<file path="src/fpuie_defines.vh">
// Constants for the invalid-operation exception unit.
// Included by every design file of the block.
`ifndef FPUIE_DEFINES_VH
`define FPUIE_DEFINES_VH
`define FPUIE_ADDR_STATUS 8'h00
`define FPUIE_ADDR_CONTROL 8'h04
`define FPUIE_ADDR_TAG 8'h08
`define FPUIE_ADDR_TOP 8'h0C
`define FPUIE_ADDR_OPCMD 8'h10
`define FPUIE_ADDR_OPA 8'h14
`define FPUIE_ADDR_RESULT 8'h18
`define FPUIE_ADDR_EVENT 8'h1C
`define FPUIE_BIT_INVALID 0
`define FPUIE_BIT_STACK_FAULT 6
`define FPUIE_BIT_SUMMARY 7
`define FPUIE_BIT_COND_ZERO 8
`define FPUIE_BIT_COND_ONE 9
`define FPUIE_BIT_COND_TWO 10
`define FPUIE_BIT_COND_THREE 14
`define FPUIE_BIT_MASK 0
`define FPUIE_STATUS_RESET 16'h0000
`define FPUIE_CONTROL_RESET 16'h0001
`define FPUIE_TAG_RESET 16'hFFFF
`define FPUIE_TAG_EMPTY 2'b11
`define FPUIE_QNAN_INDEF 32'hFFC0_0000
`define FPUIE_INT_INDEF 32'h8000_0000
`define FPUIE_BCD_INDEF 32'hFFFF_C000
`define FPUIE_OP_LOAD 4'h1
`define FPUIE_OP_STORE_FP 4'h2
`define FPUIE_OP_STORE_INT 4'h3
`define FPUIE_OP_STORE_BCD 4'h4
`define FPUIE_OP_ARITH 4'h5
`define FPUIE_OP_COMPARE 4'h6
`define FPUIE_OP_EXCHANGE 4'h7
`define FPUIE_OP_NONARITH 4'h8
`define FPUIE_CAUSE_UNSUP 0
`define FPUIE_CAUSE_SNAN 1
`define FPUIE_CAUSE_QNAN 2
`define FPUIE_CAUSE_INFOP 3
`define FPUIE_CAUSE_REM 4
`define FPUIE_CAUSE_TRIG 5
`define FPUIE_CAUSE_DOMAIN 6
`define FPUIE_CAUSE_RANGE 7
`endif

</file>
<file path="src/fpuie_tag_slot.v">
// One tag slot of the eight-entry register stack.
// Assumes one clock and a synchronous active-high reset.
`timescale 1ns/1ps
`include "fpuie_defines.vh"
module fpuie_tag_slot (
    input wire clock_i,
    input wire rst_i,
    input wire wr_i,
    input wire [1:0] tag_i,
    output reg [1:0] tag_o,
    output wire empty_o
);
    always @(posedge clock_i) begin
        if (rst_i) begin
            tag_o <= `FPUIE_TAG_EMPTY;
        end else if (wr_i) begin
            tag_o <= tag_i;
        end
    end
    // Tags 00, 01 and 10 all mean occupied
    assign empty_o = (tag_o == `FPUIE_TAG_EMPTY);
endmodule

</file>
<file path="src/fpuie_invalid_unit.v">
// Contract
// - Invalid flag at status bit 0, its mask at control bit 0.
// - Stack fault sets stack fault flag; arithmetic faults never clear it.
// - Tags 00, 01, 10 mean non-empty; 11 means empty.
// - Loading from memory into non-empty register is stack overflow.
// - Reading empty register as source, including store, is stack underflow.
// - Eight-entry stack wraps around.
// - Stack fault sets invalid flag and stack fault flag bit 6.
// - Condition bit one: 1 on overflow, 0 on underflow.
// - Masked stack fault writes indefinite of instruction's kind to destination.
// - Unmasked: raise handler, keep stack pointer and operands unchanged.
// - Invalid operand sets invalid flag, then masked or unmasked path.
// - Unsupported encoding, masked, returns QNaN indefinite.
// - Signalling NaN raises invalid, masked returns quiet NaN.
// - Ordered compare with NaN, masked, sets unordered 111B.
// - Infinity arithmetic conflicts raise invalid, masked return QNaN indefinite.
// - Remainder and trig faults return QNaN indefinite, clear condition bit two.
// - Bad square root or logarithm domain returns QNaN indefinite.
// - Bad packed-BCD store writes BCD indefinite.
// - Bad integer store writes integer indefinite.
// - Exchange fills empty registers with QNaN indefinite, then exchanges; the unit retags empty slots 10 but never swaps.
// - Quiet NaN alone raises nothing.
// - Compares and integer or BCD conversions fault on quiet NaN.
// - Summary flag set while any unmasked exception is pending.
// - Non-arithmetic instructions may still raise stack fault.
//
// Invalid-operation exception unit with AXI4-Lite register access.
// Assumes the pipeline classifies operands and reports cause bits.
//
// Implementation choices: the address map and the AXI4-Lite slave port.
`timescale 1ns/1ps
`include "fpuie_defines.vh"
module fpuie_invalid_unit (
    input wire clock_i,
    input wire rst_i,
    input wire [7:0] s_axi_awaddr,
    input wire s_axi_awvalid,
    output reg s_axi_awready,
    input wire [31:0] s_axi_wdata,
    input wire [3:0] s_axi_wstrb,
    input wire s_axi_wvalid,
    output reg s_axi_wready,
    output reg [1:0] s_axi_bresp,
    output reg s_axi_bvalid,
    input wire s_axi_bready,
    input wire [7:0] s_axi_araddr,
    input wire s_axi_arvalid,
    output reg s_axi_arready,
    output reg [31:0] s_axi_rdata,
    output reg [1:0] s_axi_rresp,
    output reg s_axi_rvalid,
    input wire s_axi_rready,
    output reg handler_req_o,
    output reg [31:0] result_o,
    output reg result_valid_o,
    output reg [2:0] int_flags_o
);
    reg [15:0] status_reg;
    reg [15:0] control_reg;
    reg [2:0] top_reg;
    reg [15:0] opcmd_reg;
    reg [31:0] opa_reg;
    reg [7:0] last_event_reg;
    reg [7:0] aw_addr_reg;
    reg aw_have_reg;
    reg [31:0] w_data_reg;
    reg [3:0] w_strb_reg;
    reg w_have_reg;
    reg [2:0] eval_reg;
    // Command fields: [3:0] op, [6:4] reg index, [7] push, [8] pop,
    // [9] int flags target, [15:10] unused and never decoded by the unit
    wire [3:0] op_code = opcmd_reg[3:0];
    wire [2:0] rel_idx = opcmd_reg[6:4];
    wire do_push = opcmd_reg[7];
    wire do_pop = opcmd_reg[8];
    wire to_int_flags = opcmd_reg[9];
    wire wr_fire = aw_have_reg && w_have_reg && !s_axi_bvalid;
    wire cmd_start = wr_fire && (aw_addr_reg == `FPUIE_ADDR_OPCMD);
    wire masked = control_reg[`FPUIE_BIT_MASK];
    wire [7:0] cause = opa_reg[7:0];

    // Tag slots
    wire [7:0] slot_empty;
    wire [15:0] tag_word;
    reg [7:0] slot_wr;
    reg [1:0] slot_val;
    genvar g;
    generate
        for (g = 0; g < 8; g = g + 1) begin : gen_slot
            fpuie_tag_slot u_slot (
                .clock_i(clock_i),
                .rst_i(rst_i),
                .wr_i(slot_wr[g]),
                .tag_i(slot_val),
                .tag_o(tag_word[2*g+1:2*g]),
                .empty_o(slot_empty[g])
            );
        end
    endgenerate

    // Wraparound indices on the eight-entry stack
    wire [2:0] push_idx = top_reg - 3'd1;
    wire [2:0] src_idx = top_reg + rel_idx;
    wire over = (op_code == `FPUIE_OP_LOAD) && !slot_empty[push_idx];
    wire under = (op_code != `FPUIE_OP_LOAD) && (op_code != `FPUIE_OP_EXCHANGE)
        && slot_empty[src_idx];
    wire xch_empty = (op_code == `FPUIE_OP_EXCHANGE) && (slot_empty[top_reg] || slot_empty[src_idx]);
    wire stack_fault = over || under;
    // Quiet NaN only faults for compares and conversions
    wire qnan_fault = cause[`FPUIE_CAUSE_QNAN] && ((op_code == `FPUIE_OP_COMPARE)
        || (op_code == `FPUIE_OP_STORE_INT) || (op_code == `FPUIE_OP_STORE_BCD));
    wire arith_fault = (op_code != `FPUIE_OP_NONARITH) && ((cause & 8'hFB) != 8'h00 || qnan_fault);
    wire any_invalid = stack_fault || xch_empty || arith_fault;

    reg [31:0] res_next;
    reg res_wr;
    reg [15:0] status_next;
    reg handler_next;
    reg [2:0] top_next;
    reg [2:0] intf_next;
    always @* begin
        res_next = result_o;
        res_wr = 1'b0;
        status_next = status_reg;
        handler_next = 1'b0;
        top_next = top_reg;
        intf_next = int_flags_o;
        slot_wr = 8'h00;
        slot_val = 2'b00;
        if (eval_reg[0]) begin
            if (stack_fault) begin
                status_next[`FPUIE_BIT_INVALID] = 1'b1;
                status_next[`FPUIE_BIT_STACK_FAULT] = 1'b1;
                status_next[`FPUIE_BIT_COND_ONE] = over;
            end else if (any_invalid) begin
                status_next[`FPUIE_BIT_INVALID] = 1'b1;
            end
            if (any_invalid && !masked) begin
                handler_next = 1'b1;
            end else if (stack_fault) begin
                res_wr = 1'b1;
                if (op_code == `FPUIE_OP_STORE_INT) begin
                    res_next = `FPUIE_INT_INDEF;
                end else if (op_code == `FPUIE_OP_STORE_BCD) begin
                    res_next = `FPUIE_BCD_INDEF;
                end else begin
                    res_next = `FPUIE_QNAN_INDEF;
                end
                if (over) begin
                    top_next = push_idx;
                end
            end else if (xch_empty) begin
                // Empty sides become QNaN indefinite, tagged special
                res_wr = 1'b1;
                res_next = `FPUIE_QNAN_INDEF;
                slot_val = 2'b10;
                slot_wr[top_reg] = slot_empty[top_reg];
                slot_wr[src_idx] = slot_empty[src_idx];
            end else if (arith_fault) begin
                res_wr = 1'b1;
                if (op_code == `FPUIE_OP_STORE_INT) begin
                    res_next = `FPUIE_INT_INDEF;
                end else if (op_code == `FPUIE_OP_STORE_BCD) begin
                    res_next = `FPUIE_BCD_INDEF;
                end else if (op_code == `FPUIE_OP_COMPARE) begin
                    res_wr = 1'b0;
                    if (to_int_flags) begin
                        intf_next = 3'b111;
                    end else begin
                        status_next[`FPUIE_BIT_COND_ZERO] = 1'b1;
                        status_next[`FPUIE_BIT_COND_TWO] = 1'b1;
                        status_next[`FPUIE_BIT_COND_THREE] = 1'b1;
                    end
                end else if (cause[`FPUIE_CAUSE_SNAN] && !cause[`FPUIE_CAUSE_UNSUP]) begin
                    // Quiet the NaN by setting the top fraction bit
                    res_next = opa_reg | 32'h0040_0000;
                end else begin
                    res_next = `FPUIE_QNAN_INDEF;
                    if (cause[`FPUIE_CAUSE_REM] || cause[`FPUIE_CAUSE_TRIG]) begin
                        status_next[`FPUIE_BIT_COND_TWO] = 1'b0;
                    end
                end
            end else begin
                // Clean operation moves the stack
                if (do_push) begin
                    top_next = push_idx;
                    slot_val = 2'b00;
                    slot_wr[push_idx] = 1'b1;
                end else if (do_pop) begin
                    top_next = top_reg + 3'd1;
                    slot_val = 2'b11;
                    slot_wr[top_reg] = 1'b1;
                end
            end
        end
        // Summary follows pending unmasked invalid
        status_next[`FPUIE_BIT_SUMMARY] = status_next[`FPUIE_BIT_INVALID] && !masked;
    end

    always @(posedge clock_i) begin
        if (rst_i) begin
            status_reg <= `FPUIE_STATUS_RESET;
            control_reg <= `FPUIE_CONTROL_RESET;
            top_reg <= 3'd0;
            opcmd_reg <= 16'h0000;
            opa_reg <= 32'h0000_0000;
            last_event_reg <= 8'h00;
            eval_reg <= 3'b000;
            handler_req_o <= 1'b0;
            result_o <= 32'h0000_0000;
            result_valid_o <= 1'b0;
            int_flags_o <= 3'b000;
            aw_have_reg <= 1'b0;
            w_have_reg <= 1'b0;
            aw_addr_reg <= 8'h00;
            w_data_reg <= 32'h0000_0000;
            w_strb_reg <= 4'h0;
            s_axi_awready <= 1'b0;
            s_axi_wready <= 1'b0;
            s_axi_bvalid <= 1'b0;
            s_axi_bresp <= 2'b00;
            s_axi_arready <= 1'b0;
            s_axi_rvalid <= 1'b0;
            s_axi_rresp <= 2'b00;
            s_axi_rdata <= 32'h0000_0000;
        end else begin
            eval_reg <= {eval_reg[1:0], cmd_start};
            status_reg <= status_next;
            top_reg <= top_next;
            int_flags_o <= intf_next;
            handler_req_o <= handler_next;
            result_valid_o <= res_wr;
            if (res_wr) begin
                result_o <= res_next;
            end
            if (eval_reg[0]) begin
                last_event_reg <= {3'b000, xch_empty, arith_fault, under, over, handler_next};
            end
            // Write address and data taken in either order
            s_axi_awready <= !aw_have_reg && !s_axi_awready;
            s_axi_wready <= !w_have_reg && !s_axi_wready;
            if (s_axi_awvalid && s_axi_awready) begin
                aw_have_reg <= 1'b1;
                aw_addr_reg <= s_axi_awaddr;
            end
            if (s_axi_wvalid && s_axi_wready) begin
                w_have_reg <= 1'b1;
                w_data_reg <= s_axi_wdata;
                w_strb_reg <= s_axi_wstrb;
            end
            if (wr_fire) begin
                aw_have_reg <= 1'b0;
                w_have_reg <= 1'b0;
                s_axi_bvalid <= 1'b1;
                s_axi_bresp <= 2'b00;
                case (aw_addr_reg)
                    `FPUIE_ADDR_STATUS: begin
                        // Software reload of bits 7:0 wins only where no event sets the flag this cycle; bits 15:8 take the written value
                        if (w_strb_reg[0]) begin
                            status_reg[7:0] <= w_data_reg[7:0] | (status_next[7:0] & ~status_reg[7:0]);
                        end
                        if (w_strb_reg[1]) begin
                            status_reg[15:8] <= w_data_reg[15:8];
                        end
                    end
                    `FPUIE_ADDR_CONTROL: begin
                        if (w_strb_reg[0]) begin
                            control_reg[7:0] <= w_data_reg[7:0];
                        end
                        if (w_strb_reg[1]) begin
                            control_reg[15:8] <= w_data_reg[15:8];
                        end
                    end
                    `FPUIE_ADDR_TOP: begin
                        if (w_strb_reg[0]) begin
                            top_reg <= w_data_reg[2:0];
                        end
                    end
                    `FPUIE_ADDR_OPCMD: begin
                        opcmd_reg <= w_data_reg[15:0];
                    end
                    `FPUIE_ADDR_OPA: begin
                        opa_reg <= w_data_reg;
                    end
                    default: begin
                        s_axi_bresp <= 2'b10;
                    end
                endcase
            end else if (s_axi_bvalid && s_axi_bready) begin
                s_axi_bvalid <= 1'b0;
            end
            // Read channel, one outstanding
            s_axi_arready <= !s_axi_rvalid && !s_axi_arready;
            if (s_axi_arvalid && s_axi_arready) begin
                s_axi_rvalid <= 1'b1;
                s_axi_rresp <= 2'b00;
                case (s_axi_araddr)
                    `FPUIE_ADDR_STATUS: s_axi_rdata <= {16'h0000, status_reg[15:14], top_reg, status_reg[10:0]};
                    `FPUIE_ADDR_CONTROL: s_axi_rdata <= {16'h0000, control_reg};
                    `FPUIE_ADDR_TAG: s_axi_rdata <= {16'h0000, tag_word};
                    `FPUIE_ADDR_TOP: s_axi_rdata <= {29'h0000_0000, top_reg};
                    `FPUIE_ADDR_OPCMD: s_axi_rdata <= {16'h0000, opcmd_reg};
                    `FPUIE_ADDR_OPA: s_axi_rdata <= opa_reg;
                    `FPUIE_ADDR_RESULT: s_axi_rdata <= result_o;
                    `FPUIE_ADDR_EVENT: s_axi_rdata <= {21'h00_0000, int_flags_o, last_event_reg};
                    default: begin
                        s_axi_rdata <= 32'h0000_0000;
                        s_axi_rresp <= 2'b10;
                    end
                endcase
            end else if (s_axi_rvalid && s_axi_rready) begin
                s_axi_rvalid <= 1'b0;
            end
        end
    end
endmodule

</file>
<file path="config.mk">
export PLATFORM = sky130hd
export DESIGN_NAME = fpuie_invalid_unit
export DESIGN_NICKNAME = d
export VERILOG_FILES = /design/src/fpuie_tag_slot.v /design/src/fpuie_invalid_unit.v
export VERILOG_INCLUDE_DIRS = /design/src
export SDC_FILE = /design/constraint.sdc
export NUM_CORES = 1
export LEC_CHECK = 0
export ABC_AREA = 1
export BUFFER_PORTS_ARGS = -buffer_cell sky130_fd_sc_hd__buf_2
export CAP_MARGIN = 20
export CORE_ASPECT_RATIO = 0.7
export CORE_MARGIN = 4
export CORE_UTILIZATION = 55
export CTS_CLUSTER_DIAMETER = 30
export DETAILED_ROUTE_END_ITERATION = 6
export PLACE_DENSITY = 0.77
export SLEW_MARGIN = 25
export SYNTH_ARGS = -nofsm -noshare
export SYNTH_HDL_FRONTEND = slang
export SYNTH_SLANG_ARGS = --single-unit
</file>
<file path="constraint.sdc">
create_clock -name clock_i -period 4.3 [get_ports clock_i]
set_input_delay 0.86 -clock clock_i [delete_from_list [all_inputs] [get_ports clock_i]]
set_output_delay 0.86 -clock clock_i [all_outputs]
set_load 0.05 [all_outputs]
</file>
# After elaboration in Yosys (flattened, before gate mapping)

Cells that the tools add are included.

Output and inout bits: 78
Logic and storage cells: 241
Bits of input ports: 59
Bits in registers: 225

Add/subtract/negate cells: 3
Bitwise logic cells: 9
Reductions and logical operators: 58
Order comparisons: 6
Mux-type cells: 102
Eq/ne operators: 28

Operators with widths:

| kind               | number |
|---|---|
| $pmux 32 s8        | 1 |
| $mux 32            | 7 |
| $mux 8             | 8 |
| $mux 1             | 53 |
| $eq 8x5->1 const B | 6 |
| $mux 3             | 12 |
| $mux 31            | 1 |
| $mux 15            | 2 |
| $eq 8x4->1 const B | 3 |
| $logic_and 1x1->1  | 23 |
| $mux 22            | 1 |
| $mux 2             | 9 |
| $and 8x8->8        | 2 |
| $eq 2x2->1 const B | 8 |
| $eq 8x3->1 const B | 2 |
| $logic_not 8->1    | 2 |
| $eq 4x3->1 const B | 3 |
| $lt 3x4->1 const B | 3 |
| $reduce_and 3->1   | 4 |
| $logic_not 1->1    | 10 |
| $bmux 1 s3         | 3 |
| $demux 1 s3        | 3 |
| $ge 3x1->1 const B | 3 |
| $reduce_and 9->1   | 1 |
| 23 further kinds   | 36 |

# Logic depth before layout (Yosys ltp)

Gate-level depths: netlist of the first run.

Word-level depth: 17
Mapped depth: 19
Mapped depth without buffers: 19

# By module

From an unflattened synthesis of the first run, not the netlist that was laid out.

Cell total of the unflattened synthesis: 1,404
Area, all modules: 9,965.8 um2

By module, submodules not included:

| module             | times used | sequential area each (um2) | area each (um2) | cells each |
|---|---|---|---|---|
| fpuie_invalid_unit | 1          | 4,083.9                    | 9,325.2         | 1,308 |
| fpuie_tag_slot     | 8          | 40.0                       | 80.1            | 12 |

# Worst setup path before layout of the first run

Ideal clock, no wire load.

Path kind: flip-flop to flip-flop
From: register top_reg[0]
To: register gen_slot[2].u_slot.tag_o[1]
Required time: 4,166 ps
Path buffers: 0
Clock period less this slack: 2,613 ps
Setup slack: 1,687 ps
Setup time: 134 ps
Arrival time: 2,479 ps
Cell stages (with the launch flop): 18
Cell sequence: dfxtp_1 -> ha_1 -> inv_1 -> fa_1 -> inv_1 -> nand2_1 -> nand2_1 -> nand2_1 -> nand2_2 -> nand2_2 -> nand2_4 -> nand2_4 -> o21ai_4 -> nand2_4 -> clkinv_2 -> nand2_1 -> nand2_1 -> nand3_1

Word-level cells in the longest chain between the ends: 11
Elaborated cells between the ends (all ways): 45
Those cells by class: 2 x add/sub; 6 x order compare; 24 x mux; 1 x bitwise; 12 x reduce/logical

Ends and longest elaborated chain:

| what                                                                  | RTL line                                           | RTL |
|---|---|---|
| start, declared                                                       | fpuie_invalid_unit.v:60                            | `reg [2:0] top_reg;` |
| start signal, assigned                                                | fpuie_invalid_unit.v:229                           | `top_reg <= top_next;` |
| start signal, assigned                                                | fpuie_invalid_unit.v:276                           | `top_reg <= w_data_reg[2:0];` |
| $sub 3x1->3, or another cell as far along                             | fpuie_invalid_unit.v:102                           | `wire [2:0] push_idx = top_reg - 3'd1;` |
| $lt 3x4->1 (implied by the code), or another cell as far along        | fpuie_invalid_unit.v:188                           | `slot_wr[push_idx] = 1'b1;` |
| $logic_and 1x1->1 (implied by the code), or another cell as far along | fpuie_invalid_unit.v:188                           |  |
| $mux 1 (implied by the code), or another cell as far along            | fpuie_invalid_unit.v:188                           |  |
| $demux 1 s3, or another cell as far along                             | fpuie_invalid_unit.v:188                           |  |
| $mux 8 or $logic_or 1x1->1 (tied branches)                            | fpuie_invalid_unit.v:185, fpuie_invalid_unit.v:108 |  |
| $mux 8 or $logic_or 1x1->1 (tied branches)                            | fpuie_invalid_unit.v:159, fpuie_invalid_unit.v:113 |  |
| $mux 8 or $logic_or 1x1->1 (tied branches)                            | fpuie_invalid_unit.v:152, fpuie_invalid_unit.v:113 |  |
| $mux 8 or $logic_and 1x1->1 (tied branches)                           | fpuie_invalid_unit.v:140, fpuie_invalid_unit.v:138 |  |
| $mux 8 or $mux 2 (tied branches)                                      | fpuie_invalid_unit.v:138                           | `if (any_invalid && !masked) begin` |
| $mux 8 or $mux 2 (tied branches)                                      | fpuie_invalid_unit.v:130                           | `if (eval_reg[0]) begin` |
| end signal, assigned                                                  | fpuie_tag_slot.v:15                                | `` tag_o <= `FPUIE_TAG_EMPTY; `` |
| end signal, assigned                                                  | fpuie_tag_slot.v:17                                | `tag_o <= tag_i;` |
| end, declared                                                         | fpuie_tag_slot.v:10                                | `output reg [1:0] tag_o,` |

Parallel ways exist; a longest one is shown, timed or not. The select of a mux whose other input is x is not followed.
A chain may end at the register's enable or synchronous reset.

# Worst setup path in the final report of the first run

From: register top_reg[1]
To: register result_o[30]

Word-level cells in the longest chain between the ends: 12
Elaborated cells between the ends (all ways): 27
Those cells by class: 2 x add/sub; 1 x eq/ne; 12 x mux; 1 x bitwise; 11 x reduce/logical

Ends and longest elaborated chain:

| what                           | RTL line                 | RTL |
|---|---|---|
| $sub 3x1->3                    | fpuie_invalid_unit.v:102 |  |
| $bmux 1 s3                     | fpuie_invalid_unit.v:104 | `` wire over = (op_code == `FPUIE_OP_LOAD) && !slot_empty[push_idx]; `` |
| $mux 1 (implied by the code)   | fpuie_invalid_unit.v:104 |  |
| $logic_not 1->1                | fpuie_invalid_unit.v:104 |  |
| $logic_and 1x1->1              | fpuie_invalid_unit.v:104 |  |
| $logic_or 1x1->1               | fpuie_invalid_unit.v:108 | `wire stack_fault = over \|\| under;` |
| $logic_or 1x1->1 (2 in series) | fpuie_invalid_unit.v:113 | `wire any_invalid = stack_fault \|\| xch_empty \|\| arith_fault;` |
| $logic_and 1x1->1              | fpuie_invalid_unit.v:138 |  |
| $mux 1                         | fpuie_invalid_unit.v:138 |  |
| $mux 1                         | fpuie_invalid_unit.v:130 |  |
| $reduce_and 5->1 (no line)     | n/a                      |  |
| end signal, assigned           | fpuie_invalid_unit.v:234 | `result_o <= res_next;` |
| end, declared                  | fpuie_invalid_unit.v:54  | `output reg [31:0] result_o,` |

Parallel ways exist; a longest one is shown, timed or not. The select of a mux whose other input is x is not followed.

==> summary.txt, run 1 <==
Status
  • Status: complete, no violations

Power and ir drop
  • VDD IR max: 338 uV
  • Sw frac: 22.5%
  • Net Switching: 1.11 mW
  • PD cells: 416 nW/um^2
  • Seq pwr share: 42.7%
  • Logic pwr share: 4.3%
  • Static leakage: 4.99 nW
  • Clock power share: 53.0%
  • Design Power: 4.92 mW
  • Internal power: 3.81 mW

Route
  • Total Routed Length: 33,800 microns
  • Vias: 10,300
  • Via/cell ratio: 5.80
  • Drc violations: 0
  • 1st-iter DRT viols: 1,391
  • Routed WL per cell: 19.0 microns
  • First-pass DRT Iterations: 7
  • Routed Antenna Nets: 0

STA
  • Tcrit/Tclk final: 74.5%
  • Fin worst setup slack: 1100 ps
  • Fin. Hold Viols: 0
  • Setup TNS: 0 ps
  • Slew HR: 44.4%
  • RSZ-0062 raised after global routing: no
  • Fmax: 312 MHz
  • Measured slew at the worst slew-check pin: 833 ps
  • Fin. max-slew vios: 0
  • Worst Clk Skew: 9.12 ps
  • Final setup viols: 0
  • Crit path time final: 3200 ps

Critical path
  • Crit-path leading delay family: simple AND/OR/NAND/NOR gates
  • Critical Path AT: 3610 ps
  • Critical-path top delay cell: fa_1
  • CP Class: reg2reg
  • Critical path's most frequent cell: nand2_1
  • Crit path max fanout: 33
  • Critical path endpoint category: register
  • Critical path required time: 4710 ps
  • CP bufs+invs: 3
  • Worst r2r path cells: 15
  • Critical path startpoint category: register
  • Slowest stage delay, CP: 650 ps
  • Critical Path Stages: 15
  • CP Cell Sequence: inv_2 -> fa_1 -> inv_1 -> nand2_1 -> nand2_1 -> nand2_1 -> nand2_2 -> nand2_2 -> nand2_4 -> nand2_4 -> inv_2 -> nand2_1 -> nand3_4 -> nor2_4 -> a21oi_1

Global route
  • GRT Total Usage: 31.7%
  • Initial antenna violation count: 1
  • Largest net degree at the start of global routing: 74
  • Vias in the first global route: 8,869
  • Total gr overflow: 0
  • First-pass GRT wire length: 50,800 microns

Min path
  • Hold Crit Class: reg2reg
  • Hold Path Depth: 1

Yosys
  • Synth async-reset ratio: 0%
  • Yosys warnings: 0
  • Ys flop type: dfxtp_1
  • Register area share after synthesis: 43.9%
  • Synth Cell Area: 10,000 sq um
  • Mapped Cells: 1,413
  • Post-synthesis register bit count: 220
  • Leading area contributor after synthesis: dfxtp_1
  • Synth unique cells: 49
  • EDFF count, synth: 0
  • Top cells by area, synth: dfxtp_1, nand2_1, o21ai_0
  • Yosys top cell area share: 43.9%
  • Mean Syn Cell Area: 7.11 sq um

Finish
  • Final std cells w/o fill: 1,777
  • Commonest non-fill, non-tap cell in the layout: nand2_1
  • # diodes: 0
  • Layout cells sized above 1: 16.2%
  • P&R area growth vs syn: 17.9%
  • Leading cell types in the layout, fill and taps excluded: nand2_1, dfxtp_1, o21ai_0, a21oi_1, buf_2
  • Nets: 1,582

Place
  • Dpl hpwl: 24,700 microns
  • Placed cells: 1,722
  • Pre-CTS setup slack: 1200 ps
  • Gpl congestion: 0.978
  • Port Buffers: 132

Run
  • Max Cap Viol: 0

Clock tree
  • Reg clk slew, reported paths: 60 ps
  • Postcts setup bufs: 0
  • CTS buffer count: 31
  • Clk root buf: clkbuf_16
  • Hold buffers post-CTS: 0
  • CTS tree: built
  • Clock sinks: 220
  • PostCTS Resize Cnt: 0
  • Clock Path Buffers: 3
  • H-tree Lvls: 1
  • Clk Latency, worst-skew pair: 540 ps

Floorplanning
  • Core Box Area: 18,000 sq um
  • Die Area: 20,500 sq um
  • Die Width: 169 microns
  • Floorplan row count: 41
  • I/O pins: 137
  • Starting density of the core: 55.9%
  • Die height: 121 microns
==> metrics by stage <==
step | utilization [%] | cell area, sq um | hold WS, ps
after floorplan | - | 10000 | 401
after global placement | 60.0 | 10800 | 417
after detailed placement | 60.0 | 10800 | 423
after CTS | 65.9 | 11800 | 433
after global routing | 65.9 | 11800 | 441
final | 65.9 | 11800 | 431
==> Yosys cell counts, types with 3 or more instances <==
master	number
nand2_4	6
nand2_2	9
a21oi_1	163
nor3_1	21
o21ai_1	14
o211ai_1	6
buf_2	6
nand4_1	14
nor2_2	9
o21ai_0	171
a31oi_1	4
buf_6	5
clkinv_1	3
o31ai_1	4
clkbuf_1	50
buf_1	5
a22o_1	10
ha_1	3
nor2_4	4
dfxtp_1	220
o2111ai_1	8
buf_4	9
o22ai_1	21
nand2_1	294
inv_2	8
a211oi_1	3
inv_1	117
nor2_1	128
nand3_1	74
==> power by group through the flow <==
stage	Combinational [mW]	Sequential [mW]	Clock (mW)
final	0.212	2.10	2.61
after global placement	0.203	2.14	0
after detailed placement	0.206	2.14	0
after global routing	0.235	2.10	2.72
after floorplan	0.126	2.15	0
after CTS	0.209	2.10	2.62
==> logic make-up (layout without fill, tap and decap cells) <==
logic type	Yosys count	in the layout	share of synthesized area (%)
AOI/OAI and AO/OA	413	413	22.3
xor gates and xnor gates	3	3	0.337
adders and majority gates	4	4	0.573
buffers and inverters	205	332	8.49
DFF	220	220	43.9
other	1	2	0.0374
and+or+nand+nor	567	567	24.4
==> path summary, 6_finish.rpt <==
path	from	end	slack, ps
min reg2reg	aw_have_reg$_SDFFE_PP0P_	s_axi_awready$_SDFF_PP0_	430
max	top_reg[1]$_SDFF_PP0_	result_o[30]$_SDFFE_PP0P_	1100
min	aw_have_reg$_SDFFE_PP0P_	s_axi_awready$_SDFF_PP0_	430
max reg2reg	top_reg[1]$_SDFF_PP0_	result_o[30]$_SDFFE_PP0P_	1100
==> area by class of cell <==
class / instances / area, sq um
sequential: 220 / 4400
clock buffer: 35 / 821
tap: 236 / 295
clock inverter: 20 / 251
fill: 1592 / 6120
inverter: 130 / 493
timing repair buffer: 147 / 786
multi-input combinational: 989 / 4790
==> metal layers <==
metal	wire (microns)	GRT usage, %
met5	12	0
met4	397	5.68
met3	5070	12.9
met1	16000	50.5
met2	12300	39.2
Power figures use the tool's default switching activity.
==> inputs of run 2 (changes only) <==
--- a/config.mk
+++ b/config.mk
@@ -6,15 +6,15 @@
 export SDC_FILE = /design/constraint.sdc
 export NUM_CORES = 1
 export LEC_CHECK = 0
-export ABC_AREA = 1
+export ABC_AREA = 0
 export BUFFER_PORTS_ARGS = -buffer_cell sky130_fd_sc_hd__buf_2
 export CAP_MARGIN = 20
 export CORE_ASPECT_RATIO = 0.7
 export CORE_MARGIN = 4
-export CORE_UTILIZATION = 55
+export CORE_UTILIZATION = 52
 export CTS_CLUSTER_DIAMETER = 30
 export DETAILED_ROUTE_END_ITERATION = 6
-export PLACE_DENSITY = 0.77
+export PLACE_DENSITY = 0.76
 export SLEW_MARGIN = 25
 export SYNTH_ARGS = -nofsm -noshare
 export SYNTH_HDL_FRONTEND = slang
==> constraint.sdc (replaced) <==
create_clock -name clock_i -period 2.85 [get_ports clock_i]
set_input_delay 0.57 -clock clock_i [delete_from_list [all_inputs] [get_ports clock_i]]
set_output_delay 0.57 -clock clock_i [all_outputs]
set_load 0.05 [all_outputs]
==> summary.txt, run 2 <==
Critical path
  • Worst r2r path cells: 12
  • Critical path endpoint category: register
  • Crit path max fanout: 8
  • Critical path startpoint category: register
  • Critical Path AT: 3420 ps
  • Critical path required time: 3320 ps
  • CP Class: reg2reg

Global route
  • Total gr overflow: 0
  • First-pass GRT wire length: 51,400 microns
  • Largest net degree at the start of global routing: 56
  • Initial antenna violation count: 0
  • GRT Total Usage: 30.0%
  • Vias in the first global route: 9,033

Status
  • Violated checks: DRC, setup timing
  • Status: complete, but fails checks

Route
  • Routed Antenna Nets: 0
  • 1st-iter DRT viols: 1,625
  • Via/cell ratio: 6.17
  • Routed WL per cell: 20.9 microns
  • First-pass DRT Iterations: 7
  • Vias: 10,400
  • Total Routed Length: 35,300 microns
  • Drc violations: 1

Yosys
  • EDFF count, synth: 0
  • Leading area contributor after synthesis: dfxtp_1
  • Post-synthesis register bit count: 220
  • Synth unique cells: 81
  • Mean Syn Cell Area: 8.04 sq um
  • Ys flop type: dfxtp_1
  • Yosys warnings: 0
  • Mapped Cells: 1,243
  • Top-count cell post-synth: nand2_1
  • Register area share after synthesis: 44.1%
  • Top cells by area, synth: dfxtp_1, nand2_1, a21oi_1
  • Synth Cell Area: 10000 sq um
  • Synth async-reset ratio: 0%
  • Synth cell count leaders: nand2_1, dfxtp_1, a21oi_1
  • Yosys top cell area share: 44.1%

Floorplanning
  • Die Width: 174 microns
  • Starting density of the core: 53.0%
  • Die Area: 21,500 sq um
  • Die height: 124 microns
  • Floorplan row count: 42
  • I/O pins: 137
  • Core Box Area: 18,900 sq um

STA
  • Fin. max-slew vios: 0
  • Fin worst setup slack: -98.2 ps
  • Worst Clk Skew: 10.3 ps
  • Fmax: 339 MHz
  • RSZ-0062 raised after global routing: yes
  • Fin. Hold Viols: 0
  • Slew HR: 51.5%
  • Crit path time final: 2950 ps
  • Measured slew at the worst slew-check pin: 722 ps
  • Tcrit/Tclk final: 103%
  • Final setup viols: 29

Finish
  • P&R area growth vs syn: 28.4%
  • Nets: 1,489
  • # diodes: 0
  • Leading cell types in the layout, fill and taps excluded: nand2_1, dfxtp_1, a21oi_1, buf_2, nor2_1
  • Commonest non-fill, non-tap cell in the layout: nand2_1
  • Design Area, Final: 12,800 sq um
  • Layout cells sized above 1: 26.3%

Power and ir drop
  • PD cells: 593 nW/um^2
  • VDD IR max: 474 uV
  • Static leakage: 4.94 nW

Place
  • Placed Area: 11,300 sq um
  • Gpl congestion: 0.986
  • Dpl hpwl: 24,000 microns
  • Pre-CTS setup slack: -189 ps
  • Port Buffers: 132

Clock tree
  • Clock sinks: 220
  • H-tree Lvls: 1
  • CTS buffer count: 30
  • CTS tree: built
  • Clk root buf: clkbuf_16
  • Clock Path Buffers: 3
  • Hold buffers post-CTS: 0
  • Clk Latency, worst-skew pair: 540 ps
  • Reg clk slew, reported paths: 60 ps

Min path
  • Hold Crit Class: in2reg
  • Hold Path Depth: 3

Run
  • Max Cap Viol: 0
==> run 2: cell types whose count changed after synthesis, moves of 17 or more <==
cell / delta
nand3_1: -43
a22oi_1: +49
nand2_1: -24
o21ai_0: -119
inv_1: -104
o22ai_1: -17
mux2i_1: +25
==> run 2: layout make-up <==
type	count	area, sq um
inverters	14	52.6
clock buffers	34	797
repair buffers	235	1560
fillers	1503	6030
multi-input cells	925	5430
clock inverters	22	280
flip-flops and latches	220	4410
well taps	242	303
==> run 2: cells by family (layout without fill, tap and decap cells) <==
| kind of cell | after synthesis | count (layout) | share of synthesized area [%] |
|---|---|---|---|
| multiplexers | 35 | 35 | 4.22 |
| AO/OA/AOI/OAI | 362 | 362 | 22.9 |
| flip-flops | 220 | 220 | 44.1 |
| adder cells (fa/ha/maj) | 4 | 4 | 0.576 |
| AND/OR/NAND/NOR | 513 | 514 | 22.7 |
| other | 1 | 2 | 0.0375 |
| buffers and inverters | 100 | 305 | 4.26 |
| XOR/XNOR | 8 | 8 | 1.26 |
==> run 2: what timing repair did <==
item | CTS | global route
resized for setup | 9 | 60
setup endpoints to repair | 39 | 59
setup buffers | 5 | 6
cloned | 1 | 3
pin swaps | 10 | 16
==> run 2: power breakdown <==
group	switching (mW)	internal, mW
Sequential	0.0564	3.13
Clock	1.47	2.49
Combinational	0.314	0.161
Total	1.84	5.78
==> run 2: path summary, 6_finish.rpt <==
kind | from | to | slack [ps]
hold / removal | s_axi_wdata[4] | w_data_reg[4]$_SDFFE_PP0P_ | 270
setup reg to reg | top_reg[0]$_SDFF_PP0_ | result_o[13]$_SDFFE_PP0P_ | -100
setup / recovery | top_reg[0]$_SDFF_PP0_ | result_o[13]$_SDFFE_PP0P_ | -100
hold reg to reg | s_axi_rvalid$_SDFFE_PP0P_ | s_axi_arready$_SDFF_PP0_ | 450
==> run 2: critical path, cell delays in order (launching register included) <==
cell,delay [ps]
dfxtp_4,360
ha_4,120
inv_2,30
fa_2,570
inv_2,50
mux4_2,320
mux2i_4,260
o31a_4,220
nor2_4,70
a21oi_4,190
buf_8,170
and4_4,320
a22o_1,180
==> run 2: routing by layer <==
layer / vias up / track usage [%] / wire (microns)
met2: 755 / 41.8 / 14100
li1: 4739 / - / -
met3: 99 / 8.50 / 5290
met4: 0 / 5.64 / 777
met5: - / 0 / 0
met1: 4851 / 46.1 / 15200
==> run 2: metrics by stage <==
stage	hold WS, ps	TNS, ps	utilization, %	instances	total power, mW
6_report	271	-1120	68.1	1692	7.62
5_1_grt	257	-4310	68.1	1692	7.80
4_1_cts	261	-66.3	66.2	1683	7.61
3_5_place_dp	443	-3790	60.0	1621	3.71
3_3_place_gp	438	-2020	60.0	1621	3.70
2_1_floorplan	429	-766	-	1244	3.54
